--- config.mk ---
export PLATFORM = sky130hd
export DESIGN_NAME = root_hub_power_status_regs
export DESIGN_NICKNAME = d
export VERILOG_FILES = /design/src/verilog/root_hub_pkg.sv /design/src/verilog/port_power_cell.sv /design/src/verilog/root_hub_power_status_regs.sv
export SDC_FILE = /design/constraint.sdc
export NUM_CORES = 1
export LEC_CHECK = 0
export BUFFER_PORTS_ARGS = -buffer_cell sky130_fd_sc_hd__clkbuf_2
export CAP_MARGIN = 20
export CORE_UTILIZATION = 30
export DETAILED_ROUTE_END_ITERATION = 16
export GPL_ROUTABILITY_DRIVEN = 1
export GPL_TIMING_DRIVEN = 0
export HOLD_SLACK_MARGIN = 0.08
export PLACE_DENSITY = 0.66
export SKIP_LAST_GASP = 1
export SLEW_MARGIN = 20
export SYNTH_ARGS = -nofsm -noshare
export SYNTH_HDL_FRONTEND = slang
export SYNTH_HIERARCHICAL = 1
export SYNTH_SLANG_ARGS = --single-unit
--- constraint.sdc ---
create_clock -name ref_clk_i -period 2.4 [get_ports ref_clk_i]
set_clock_uncertainty 0.05 [all_clocks]
set_input_delay 0.24 -clock ref_clk_i [delete_from_list [all_inputs] [get_ports ref_clk_i]]
set_output_delay 0.24 -clock ref_clk_i [all_outputs]
set_load 0.02 [all_outputs]
--- src/verilog/root_hub_pkg.sv ---
// constants for the root-hub power and status register logic
package root_hub_pkg;

	// ************************************************************
	// command codes
	// ************************************************************
	localparam logic [7:0] CODE_DESC_B_RD = 8'h13;
	localparam logic [7:0] CODE_DESC_B_WR = 8'h93;
	localparam logic [7:0] CODE_STATUS_RD = 8'h14;
	localparam logic [7:0] CODE_STATUS_WR = 8'h94;

	// ************************************************************
	// field positions
	// ************************************************************
	localparam int MASK_LSB        = 16;
	localparam int REMOVABLE_LSB   = 0;
	localparam int FIELD_W         = 16;
	localparam int BIT_WAKE_CLEAR  = 31;
	localparam int BIT_OC_CHANGE   = 17;
	localparam int BIT_GLOBAL_ON   = 16;
	localparam int BIT_WAKE_ENABLE = 15;
	localparam int BIT_OC_IND      = 1;
	localparam int BIT_GLOBAL_OFF  = 0;

	// ************************************************************
	// values after reset
	// ************************************************************
	localparam logic [15:0] MASK_RESET      = 16'h0000;
	localparam logic [15:0] REMOVABLE_RESET = 16'h0000;
	localparam logic        WAKE_RESET      = 1'b0;
	localparam logic        OC_CHANGE_RESET = 1'b0;
	localparam logic        POWER_RESET     = 1'b0;
	localparam logic [31:0] RD_DATA_RESET   = 32'h0000_0000;

endpackage

--- src/verilog/port_power_cell.sv ---
// power state of one downstream port
`timescale 1ns/1ps

module port_power_cell
(
	// clock and reset
	input  wire logic ref_clk_i,
	input  wire logic reset_i,
	input  wire logic clk_en_i,
	// mode and mask
	input  wire logic power_switch_select_i,
	input  wire logic mask_bit_i,
	// commands
	input  wire logic global_on_i,
	input  wire logic global_off_i,
	input  wire logic port_on_i,
	input  wire logic port_off_i,
	// power switch
	output logic      power_o
);

	logic per_port_owned;
	logic power_next;

	// ************************************************************
	// command selection
	// ************************************************************
	// in global mode the mask is ignored entirely
	assign per_port_owned = power_switch_select_i && mask_bit_i;

	always_comb
	begin
		power_next = power_o;
		if (per_port_owned)
		begin
			// masked port follows only per-port commands
			if (port_off_i)
				power_next = 1'b0;
			else if (port_on_i)
				power_next = 1'b1;
		end
		else
		begin
			// unmasked or global mode: global commands, off first
			if (global_off_i)
				power_next = 1'b0;
			else if (global_on_i)
				power_next = 1'b1;
		end
	end

	always_ff @(posedge ref_clk_i)
	begin
		if (reset_i)
			power_o <= root_hub_pkg::POWER_RESET;
		else if (clk_en_i)
			power_o <= power_next;
	end

	// ************************************************************
	// checks
	// ************************************************************
	a_mask_blocks_global: assert property (
		@(posedge ref_clk_i) disable iff (reset_i)
		clk_en_i && power_switch_select_i && mask_bit_i && !port_on_i && !port_off_i
		|=> power_o == $past(power_o))
		else $error("masked port changed on a global command");

	a_global_drives_port: assert property (
		@(posedge ref_clk_i) disable iff (reset_i)
		clk_en_i && power_switch_select_i && !mask_bit_i && global_on_i && !global_off_i
		|=> power_o)
		else $error("unmasked port missed global power on");

	a_global_mode_off: assert property (
		@(posedge ref_clk_i) disable iff (reset_i)
		clk_en_i && !power_switch_select_i && global_off_i |=> !power_o)
		else $error("global mode off did not act despite mask");

endmodule // port_power_cell

--- src/verilog/root_hub_power_status_regs.sv ---
// root-hub descriptor-b and hub status registers with port power control
`timescale 1ns/1ps

// Function
// - in per-port mode, masked port power changes only by per-port commands, global ones ignored
// - unmasked port power follows set and clear global power commands
// - in global switching mode the whole power mask is disregarded
// - mask bit 0 reserved; mask bit n serves downstream port n
// - removable flags in low half, bit 0 reserved, one means not removable
// - descriptor-b read with code 13h, written with code 93h
// - hub status in low half, status change bits in high half
// - writing one to bit 31 clears remote wake enable; zero does nothing
// - bit 17 set on overcurrent indicator change, cleared by writing one
// - bit 16 write powers all ports, or unmasked ones in per-port mode
// - bit 0 write unpowers all ports, or unmasked ones in per-port mode
module root_hub_power_status_regs
#(
	parameter int NUM_PORTS = 2
)
(
	// clock and reset
	input  wire logic                 ref_clk_i,
	input  wire logic                 reset_i,
	input  wire logic                 clk_en_i,
	// command port
	input  wire logic                 cmd_valid_i,
	input  wire logic [7:0]           cmd_code_i,
	input  wire logic [31:0]          wr_data_i,
	output logic                      rd_valid_o,
	output logic [31:0]               rd_data_o,
	// mode and status inputs
	input  wire logic                 power_switch_select_i,
	input  wire logic                 overcurrent_i,
	// per-port power commands, index 0 is port one
	input  wire logic [NUM_PORTS-1:0] port_power_on_i,
	input  wire logic [NUM_PORTS-1:0] port_power_off_i,
	// port power switches, index 0 is port one
	output logic [NUM_PORTS-1:0]      port_power_o
);

	// ************************************************************
	// declarations
	// ************************************************************
	localparam logic [16:0] ONES      = (17'h1 << NUM_PORTS) - 17'h1;
	localparam logic [15:0] PORT_BITS = {ONES[14:0], 1'b0};

	logic [15:0] mask_reg;
	logic [15:0] removable_reg;
	logic        wake_enable_reg;
	logic        oc_change_reg;
	logic        oc_seen_reg;
	logic        wr_desc_b;
	logic        wr_status;
	logic        global_on;
	logic        global_off;
	logic        oc_changed;
	logic [31:0] status_word;
	logic [31:0] desc_b_word;

	function automatic logic cmd_is(input logic [7:0] code);
		cmd_is = clk_en_i && cmd_valid_i && (cmd_code_i == code);
	endfunction

	// ************************************************************
	// command decode
	// ************************************************************
	assign wr_desc_b  = cmd_is(root_hub_pkg::CODE_DESC_B_WR);
	assign wr_status  = cmd_is(root_hub_pkg::CODE_STATUS_WR);
	assign global_on  = wr_status && wr_data_i[root_hub_pkg::BIT_GLOBAL_ON];
	assign global_off = wr_status && wr_data_i[root_hub_pkg::BIT_GLOBAL_OFF];
	assign oc_changed = overcurrent_i != oc_seen_reg;

	// ************************************************************
	// descriptor-b register
	// ************************************************************
	always_ff @(posedge ref_clk_i)
	begin
		if (reset_i)
		begin
			mask_reg      <= root_hub_pkg::MASK_RESET;
			removable_reg <= root_hub_pkg::REMOVABLE_RESET;
		end
		else if (wr_desc_b)
		begin
			// bit 0 and absent ports stay zero
			mask_reg      <= wr_data_i[root_hub_pkg::MASK_LSB +: root_hub_pkg::FIELD_W]
			                 & PORT_BITS;
			removable_reg <= wr_data_i[root_hub_pkg::REMOVABLE_LSB +: root_hub_pkg::FIELD_W]
			                 & PORT_BITS;
		end
	end

	// ************************************************************
	// hub status register
	// ************************************************************
	always_ff @(posedge ref_clk_i)
	begin
		if (reset_i)
			wake_enable_reg <= root_hub_pkg::WAKE_RESET;
		else if (wr_status && wr_data_i[root_hub_pkg::BIT_WAKE_CLEAR])
			wake_enable_reg <= 1'b0;
		else if (wr_status && wr_data_i[root_hub_pkg::BIT_WAKE_ENABLE])
			wake_enable_reg <= 1'b1;
	end

	always_ff @(posedge ref_clk_i)
	begin
		if (reset_i)
		begin
			oc_seen_reg   <= 1'b0;
			oc_change_reg <= root_hub_pkg::OC_CHANGE_RESET;
		end
		else if (clk_en_i)
		begin
			oc_seen_reg <= overcurrent_i;
			// a change in the clearing cycle keeps the flag set
			if (oc_changed)
				oc_change_reg <= 1'b1;
			else if (wr_status && wr_data_i[root_hub_pkg::BIT_OC_CHANGE])
				oc_change_reg <= 1'b0;
		end
	end

	// ************************************************************
	// read path
	// ************************************************************
	always_comb
	begin
		status_word = 32'h0000_0000;
		status_word[root_hub_pkg::BIT_OC_CHANGE]   = oc_change_reg;
		status_word[root_hub_pkg::BIT_WAKE_ENABLE] = wake_enable_reg;
		status_word[root_hub_pkg::BIT_OC_IND]      = oc_seen_reg;
		desc_b_word = {mask_reg, removable_reg};
	end

	always_ff @(posedge ref_clk_i)
	begin
		if (reset_i)
		begin
			rd_valid_o <= 1'b0;
			rd_data_o  <= root_hub_pkg::RD_DATA_RESET;
		end
		else if (clk_en_i)
		begin
			rd_valid_o <= 1'b0;
			if (cmd_is(root_hub_pkg::CODE_DESC_B_RD))
			begin
				rd_valid_o <= 1'b1;
				rd_data_o  <= desc_b_word;
			end
			else if (cmd_is(root_hub_pkg::CODE_STATUS_RD))
			begin
				rd_valid_o <= 1'b1;
				rd_data_o  <= status_word;
			end
		end
	end

	// ************************************************************
	// port power switches
	// ************************************************************
	generate
		for (genvar p = 0; p < NUM_PORTS; p++)
		begin : g_port
			port_power_cell u_cell
			(
				.ref_clk_i             (ref_clk_i),
				.reset_i               (reset_i),
				.clk_en_i              (clk_en_i),
				.power_switch_select_i (power_switch_select_i),
				.mask_bit_i            (mask_reg[p+1]),
				.global_on_i           (global_on),
				.global_off_i          (global_off),
				.port_on_i             (port_power_on_i[p]),
				.port_off_i            (port_power_off_i[p]),
				.power_o               (port_power_o[p])
			);
		end
	endgenerate

	// ************************************************************
	// checks
	// ************************************************************
	a_reserved_bits_zero: assert property (
		@(posedge ref_clk_i) disable iff (reset_i)
		mask_reg[0] == 1'b0 && removable_reg[0] == 1'b0)
		else $error("reserved descriptor-b bit 0 became set");

	a_desc_b_write: assert property (
		@(posedge ref_clk_i) disable iff (reset_i)
		clk_en_i && cmd_valid_i && cmd_code_i == 8'h93
		|=> {mask_reg, removable_reg} == ($past(wr_data_i) & {PORT_BITS, PORT_BITS}))
		else $error("descriptor-b write not stored");

	a_desc_b_readback: assert property (
		@(posedge ref_clk_i) disable iff (reset_i)
		clk_en_i && cmd_valid_i && cmd_code_i == 8'h13
		|=> rd_valid_o && rd_data_o[15:0] == $past(removable_reg))
		else $error("removable flags not returned in low half");

	a_status_layout: assert property (
		@(posedge ref_clk_i) disable iff (reset_i)
		clk_en_i && cmd_valid_i && cmd_code_i == 8'h14
		|=> rd_valid_o && rd_data_o[15] == $past(wake_enable_reg)
		    && rd_data_o[17] == $past(oc_change_reg) && rd_data_o[16] == 1'b0)
		else $error("hub status word misplaced");

	a_wake_clear: assert property (
		@(posedge ref_clk_i) disable iff (reset_i)
		wr_status && wr_data_i[31] |=> !wake_enable_reg)
		else $error("remote wake enable not cleared");

	a_oc_change_set: assert property (
		@(posedge ref_clk_i) disable iff (reset_i)
		clk_en_i && oc_changed |=> oc_change_reg ##1 (oc_change_reg || $past(wr_status)))
		else $error("overcurrent change flag not set");

	a_global_on_all: assert property (
		@(posedge ref_clk_i) disable iff (reset_i)
		!power_switch_select_i && global_on && !global_off |=> &port_power_o)
		else $error("global power on missed a port");

	a_global_off_all: assert property (
		@(posedge ref_clk_i) disable iff (reset_i)
		!power_switch_select_i && global_off |=> port_power_o == '0)
		else $error("global power off missed a port");

endmodule // root_hub_power_status_regs

==> results of run 1 <==
## worst max-delay path by stage
| stage | startpoint | cells past startpoint | slack [ns] | end |
|---|---|---|---|---|
| after detailed placement | cmd_code_i[3] | 7 | 0.32 | g_port[1].u_cell/power_o |
| after floorplan | cmd_code_i[3] | 6 | 0.60 | g_port[0].u_cell/power_o |
| after global placement | cmd_code_i[3] | 7 | 0.38 | g_port[1].u_cell/power_o |
| after CTS | cmd_code_i[3] | 7 | 0.61 | g_port[0].u_cell/power_o |
| final | cmd_code_i[3] | 7 | 0.62 | g_port[0].u_cell/power_o |
| after global routing | cmd_code_i[3] | 7 | 0.50 | g_port[0].u_cell/power_o |
## cell families after synthesis
logic type	after synthesis	synth area share, %
muxes	8	9.18
and+or+nand+nor	25	20.0
buffers and inverters	33	23.0
xor gates and xnor gates	1	0.893
AOI/OAI and AO/OA	18	15.9
DFF	15	30.6
other	1	0.382
## repair_timing
item | CTS | global route
endpoints found under the hold margin | 1 | 0
hold buffers | 1 | 0
gates resized for setup | 0 | 0
## area by class of cell
class / count / area share [%]
Tap cell: 44 / 4.12
Multi-Input combinational cell: 79 / 41.4
Buffer: 28 / 15.5
Clock buffer: 4 / 1.97
Timing Repair Buffer: 34 / 13.1
Inverter: 5 / 1.41
Sequential cell: 15 / 22.5
## through the flow
stage	total power, mW	hold WS, ns
6_report	0.519	0.139
5_1_grt	0.547	0.157
4_1_cts	0.527	0.130
3_5_place_dp	0.379	0.388
3_3_place_gp	0.376	0.377
2_1_floorplan	0.347	0.255
## power groups by stage
| stage | Clock (mW) | Combinational, mW | Sequential, mW |
|---|---|---|---|
| 2_1_floorplan | 0 | 0.0884 | 0.259 |
| 3_3_place_gp | 0 | 0.117 | 0.259 |
| 3_5_place_dp | 0 | 0.120 | 0.259 |
| 4_1_cts | 0.152 | 0.122 | 0.253 |
| 5_1_grt | 0.162 | 0.131 | 0.253 |
| 6_report | 0.143 | 0.123 | 0.253 |
## worst max-delay path: cells and delay by family
kind,cells,cell delay [ns]
buffers and inverters,1,0.10
and+or+nand+nor,3,1.09
AOI/OAI and AO/OA,3,0.51
## metal layers
layer | up-vias | global-route usage, % | part of all wire, %
met5 | - | 0 | 0
met4 | 0 | 7.14 | 1.2
met1 | 366 | 12.0 | 39
li1 | 429 | - | -
met2 | 42 | 23.0 | 53
met3 | 2 | 1.75 | 6.3
## placed cells by master, fill, tap and decap left out
cell type,instances
buf_4,27
and2_1,2
nand3b_2,1
mux2_4,2
a211oi_1,1
a22oi_1,3
a211o_1,1
clkbuf_4,3
nand4bb_2,1
a221oi_2,2
nand2_1,4
inv_1,4
nor4_4,2
conb_1,27
or3b_1,1
clkinv_1,1
mux2i_1,6
a211oi_2,1
a21oi_1,4
nor2b_4,1
clkbuf_1,2
a221oi_1,1
dfxtp_1,15
o311ai_0,2
clkbuf_2,33
a31o_1,1
or4b_4,1
nor2_1,8
xor2_1,1
nand2b_1,2
dlygate4sd3_1,1
a211o_2,2
nor3_2,2
==> Flow_metrics.wiki, run 1 <==
{| class="wikitable"
! Metric !! Value
|-
| Share of synthesized flip-flops with an asynchronous set or reset || 0%
|-
| First-pass GRT wire length || between 3 and 4 mm
|-
| Net switching power of the design || about 0.15 mW
|-
| Clk sink count || 15
|-
| Die ar. || roughly 3500 µm²
|-
| Cell count after placement || 204
|-
| Total CTS buffers || 3
|-
| Post-Place Setup Slack || approximately 0.32 ns
|-
| Clock transition at the register clock pins on the worst setup and hold paths after CTS || 0.09 ns
|-
| Weighted congestion reported at the end of routability-driven placement || about 0.71
|-
| Static leakage power || roughly 0.66 nW
|-
| Library cell contributing the largest single delay on the critical path || or4b_4
|-
| Total power density per cell area || between 300 and 400 nW/µm²
|-
| Top cells by count, synth || buf_4 (27), dfxtp_1 (15), nor2_1 (8), mux2i_1 (6)
|-
| Dominant synthesized flop cell || dfxtp_1
|-
| Internal power contribution || around 0.37 mW
|-
| Largest net degree at the start of global routing || 11
|-
| Mean instance size in the synthesized netlist || ~9.7 µm²
|-
| Highest achievable clock rate || roughly 560 MHz
|-
| Clock tree from TritonCTS || built
|-
| Total inserted antenna cells || 0
|-
| Worst Path Arrival || just under 2 ns
|-
| First-pass DRT Iterations || 4
|-
| Main area contributors after synthesis || dfxtp_1 (31%), buf_4 (21%), mux2i_1 (6.1%), nor4_4 (4.3%), a221oi_2 (3.1%)
|-
| Max-capacitance violation count || 0
|-
| Antenna Nets Post-Route || 0
|-
| Peak supply drop || 0.140 mV
|-
| Initial drt markers || 8
|-
| Final setup TNS || 0 ns
|-
| Endpoint required time on the critical path || ~2.6 ns
|-
| Chip width || 59.2 µm
|-
| Portion of total power attributed to combinational logic || a little under a quarter
|-
| Core Rows || 20
|-
| Flip-flop and latch count after synthesis || 15
|-
| Final wirelength || 2.05 mm
|-
| Number of flip-flops in the largest register || 5
|-
| Area of the multi-input gates || between 500 and 600 µm²
|-
| List of cells traversed by the critical path || clkbuf_2 -> or4b_4 -> nor4_4 -> and2_1 -> a211o_2 -> o311ai_0 -> a221oi_2
|-
| Area of the core || 3080 µm²
|-
| GR Util All Layers || 12.0%
|-
| Post-route non-filler standard cell count || 209
|-
| Final instance area || between 1000 and 1500 µm²
|-
| Largest stage delay on the critical path || ~0.57 ns
|-
| DR vias || between 800 and 900
|-
| Count of input and output buffers || 33
|-
| Shortest period the worst path allows || about 1.8 ns
|-
| Root cell of the clock tree || clkbuf_4
|-
| Share of power burned in the clock network || roughly 28%
|-
| Detail Placement HPWL || roughly 1.8 mm
|-
| Count of buffers added by post-CTS timing repair for setup || 0
|-
| Ratio of cells with drive above 1 in the final layout || 47.3%
|-
| Post-synth EDFFs || 0
|-
| Via density per instance || roughly 4.0
|-
| Buffers from clock root to sink, at most || 2
|-
| Final global-route overflow total || 0
|-
| Die Span Y || 59.2 µm
|-
| Worst-skew pair later-pin latency || ~0.27 ns
|-
| # H-tree levels || 1
|-
| Destination of the worst hold path || mask_reg[2]
|-
| Post-Syn Instances || ~100
|-
| Synth unique cells || 30
|-
| Seq/Total Area, Yosys || ~31%
|-
| Number of filler cells placed in the layout || 323
|-
| Largest Register || rd_data_o
|-
| Startpoint of the worst register-to-register path || mask_reg[2]
|-
| Final WS setup || 0.618 ns
|-
| Run status || finished, final reports clean
|-
| Number of pins with negative max-slew slack in the final report || 0
|-
| Reg-to-reg slack, setup || 1.20 ns
|-
| Register area || around 300 µm²
|-
| Count leader, synth || buf_4
|-
| Crit-path max FO || 5
|-
| Fin util || a little over two fifths
|-
| Startpoint of the worst hold path || wr_data_i[18]
|-
| Capturing element type of the critical path || flop
|-
| Cell area after synthesis || around 1000 µm²
|-
| Post-detailed-route DRC marker count || 0
|-
| Worst min-delay path class || input pin to flop
|-
| Kind of start point of the critical path || input pin
|-
| Area overhead of the layout relative to synthesis || 36.1%
|-
| Final count of hold timing violations || 0
|-
| Post-route clock period utilization || around three quarters
|-
| Starting utilization of the core area || 31.9%
|-
| Via count of the first global-routing pass || just over 800
|-
| Instance area at placement || 1300 µm²
|-
| Sequential share of power || between 40 and 50%
|-
| Drt wl/cell || 9.78 µm
|-
| Nets || roughly 220
|-
| FF-to-FF path depth || 3
|-
| Setup repair after global routing missed its margin || no
|-
| Top Ports || 85
|-
| End of the worst register-to-register path || g_port[1].u_cell/power_o
|-
| Yosys top cell area share || a little under a third
|-
| Worst Hold Path Cells || 3
|-
| Final number of setup-violating endpoints || 0
|-
| Number of warnings printed during yosys synthesis || 6
|-
| Switching share of power || around 29%
|-
| Critical path class || input pin to flop
|-
| Cell type with the largest total area after synthesis || dfxtp_1
|-
| Antenna violations before repair || 0
|}
Note: power is estimated with default switching activity, not from simulation.
==> run 2, diff against run 1 <==
--- a/config.mk
+++ b/config.mk
@@ -12,7 +12,7 @@
 export GPL_ROUTABILITY_DRIVEN = 1
 export GPL_TIMING_DRIVEN = 0
 export HOLD_SLACK_MARGIN = 0.08
-export PLACE_DENSITY = 0.66
+export PLACE_DENSITY = 0.68
 export SKIP_LAST_GASP = 1
 export SLEW_MARGIN = 20
 export SYNTH_ARGS = -nofsm -noshare
==> constraint.sdc (replaced) <==
create_clock -name ref_clk_i -period 1.6 [get_ports ref_clk_i]
set_clock_uncertainty 0.05 [all_clocks]
set_input_delay 0.16 -clock ref_clk_i [delete_from_list [all_inputs] [get_ports ref_clk_i]]
set_output_delay 0.16 -clock ref_clk_i [all_outputs]
set_load 0.02 [all_outputs]
==> Flow_metrics.wiki, run 2 (synthesized netlist as in run 1, its figures left out) <==
{| class="wikitable"
! Metric !! Value
|-
| Final wirelength || 1.92 mm (-6.2%)
|-
| Post-route clock period utilization || 97.8%
|-
| Total CTS buffers || 3 (unchanged)
|-
| Detail Placement HPWL || 1.58 mm (-11%)
|-
| Overall power consumption || 0.779 mW (+50%)
|-
| Net switching power of the design || 0.223 mW (+49%)
|-
| Post-Route Hold Slack || 0.0956 ns (-0.0434 ns)
|-
| Die ar. || 3500 µm² (unchanged)
|-
| DR vias || 829 (-1.2%)
|-
| Worst Path Arrival || 1.71 ns (-0.23 ns)
|-
| # H-tree levels || 1 (unchanged)
|-
| Area overhead of the layout relative to synthesis || 42.1%
|-
| Run status || finished, final reports clean
|-
| GR Util All Layers || 11.3% (-0.65 points)
|-
| Cell count after placement || 204 (unchanged)
|-
| First-pass GRT wire length || 2.96 mm (-7.5%)
|-
| Portion of total power attributed to combinational logic || 24.4% (+0.7 points)
|-
| First-pass DRT Iterations || 4 (unchanged)
|-
| Count of input and output buffers || 33 (unchanged)
|-
| Instance area at placement || 1300 µm² (+0.19%)
|-
| Static leakage power || 0.693 nW (+5.0%)
|-
| Initial drt markers || 12 (+4)
|-
| Final count of hold timing violations || 0 (unchanged)
|-
| Shortest period the worst path allows || approximately 1.6 ns
|-
| Final instance area || 1390 µm² (+4.4%)
|-
| Drt wl/cell || 8.93 µm (-8.8%)
|-
| Worst Hold Path Cells || 3 (unchanged)
|-
| Die Span Y || 59.2 µm (unchanged)
|-
| Total inserted antenna cells || 0 (unchanged)
|-
| Worst-skew pair later-pin latency || 0.28 ns (about the same)
|-
| Number of flip-flops in the largest register || 5 (unchanged)
|-
| Chip width || 59.2 µm (unchanged)
|-
| Final number of setup-violating endpoints || 0 (unchanged)
|-
| FF-to-FF path depth || 3 (unchanged)
|-
| Clk sink count || 15 (unchanged)
|-
| Total power density per cell area || 559 nW/µm² (+44%)
|-
| Nets || 222 (+2.8%)
|-
| Top Ports || 85 (unchanged)
|-
| Max-capacitance violation count || 0 (unchanged)
|-
| Worst min-delay path class || input pin to flop
|-
| Capturing element type of the critical path || flop
|-
| Area of the core || 3080 µm² (unchanged)
|-
| Endpoint required time on the critical path || 1.75 ns (-0.81 ns)
|-
| Clock tree from TritonCTS || built
|-
| Post-detailed-route DRC marker count || 0 (unchanged)
|-
| Clock transition at the register clock pins on the worst setup and hold paths after CTS || 0.08 ns (about the same)
|-
| Highest achievable clock rate || around 640 MHz
|-
| Sequential share of power || 48.7% (about the same)
|-
| Peak supply drop || 0.394 mV (+180%)
|-
| Share of power burned in the clock network || 26.9% (-0.7 points)
|-
| Antenna violations before repair || 0 (unchanged)
|-
| Largest Register || rd_data_o
|-
| Antenna Nets Post-Route || 0 (unchanged)
|-
| Kind of start point of the critical path || input pin
|-
| Via density per instance || 3.86 (-3.9%)
|-
| Buffers from clock root to sink, at most || 2 (unchanged)
|-
| Final global-route overflow total || 0 (unchanged)
|-
| Leading cell type in the layout, fill and taps excluded || clkbuf_2
|-
| Critical path class || input pin to flop
|-
| Ratio of cells with drive above 1 in the final layout || 49.1% (+1.9 points)
|-
| Via count of the first global-routing pass || 712 (-12%)
|-
| Root cell of the clock tree || clkbuf_4
|-
| Reg-to-reg slack, setup || 0.39 ns (-0.81 ns)
|-
| Setup repair after global routing missed its margin || yes
|-
| Switching share of power || 28.6% (-0.13 points)
|-
| Internal power contribution || 0.556 mW (+50%)
|-
| Final WS setup || 0.0348 ns (-0.583 ns)
|-
| Commonest cells after routing, fill and taps aside || clkbuf_2 (33), buf_4 (30), conb_1 (27)
|-
| Post-Place Setup Slack || -0.345 ns (-0.666 ns)
|-
| Weighted congestion reported at the end of routability-driven placement || 0.692 (-3.0%)
|-
| Starting utilization of the core area || 31.9% (unchanged)
|-
| Core Rows || 20 (unchanged)
|-
| Largest net degree at the start of global routing || 11 (unchanged)
|-
| Number of pins with negative max-slew slack in the final report || 0 (unchanged)
|-
| Crit-path max FO || 4 (-1)
|-
| Post-route non-filler standard cell count || 215 (+2.9%)
|}
run 2: layer usage:
metal / part of all wire (%) / GRT usage [%] / up-vias
met5: 0 / 0 / -
met4: 1.4 / 2.38 / 0
met3: 7.5 / 3.93 / 2
met2: 46 / 19.6 / 35
met1: 45 / 13.5 / 352
li1: - / - / 440
run 2: power by group through the flow:
stage               clock network (mW)  logic (mW)  registers (mW)
floorplan                            0       0.133           0.388
global placement                     0       0.179           0.388
detailed placement                   0       0.179           0.388
CTS                              0.223       0.187           0.379
global route                     0.242       0.204           0.380
finish                           0.210       0.190           0.379
run 2: what timing repair did:
item	4_1_cts	5_1_grt
endpoints found under the setup margin	1	2
setup buffers	0	3
pin swaps	0	0
gates resized for setup	0	1
endpoints found under the hold margin	4	0
hold buffers	4	0
run 2: final timing paths:
path,startpoint,endpoint
worst max-delay path,cmd_code_i[3],g_port[0].u_cell/power_o
worst max register to register,mask_reg[2],g_port[1].u_cell/power_o
worst min register to register,g_port[0].u_cell/power_o,g_port[0].u_cell/power_o
worst min-delay path,wr_data_i[17],mask_reg[1]
run 2: critical path, stage by stage:
cell      delay, ns
clkbuf_2       0.09
or4b_4         0.55
nor4_4         0.24
and2_4         0.21
a211o_2        0.09
o311ai_0       0.14
a221oi_2       0.23
run 2: area by class of cell:
type	instances	area, µm²
fillers	313	1680
plain buffers	28	206
repair buffers	40	228
flip-flops and latches	15	300
multi-input cells	79	558
well taps	44	55.1
inverters	5	18.8
clock inverters	1	5.00
clock buffers	3	22.5
run 2: through the flow:
step | setup TNS (ns) | util (%)
floorplan | -0.138 | -
global placement | -0.805 | 42.3
detailed placement | -0.847 | 42.3
CTS | -0.0418 | 44.5
global route | -0.100 | 45.3
finish | 0 | 45.3
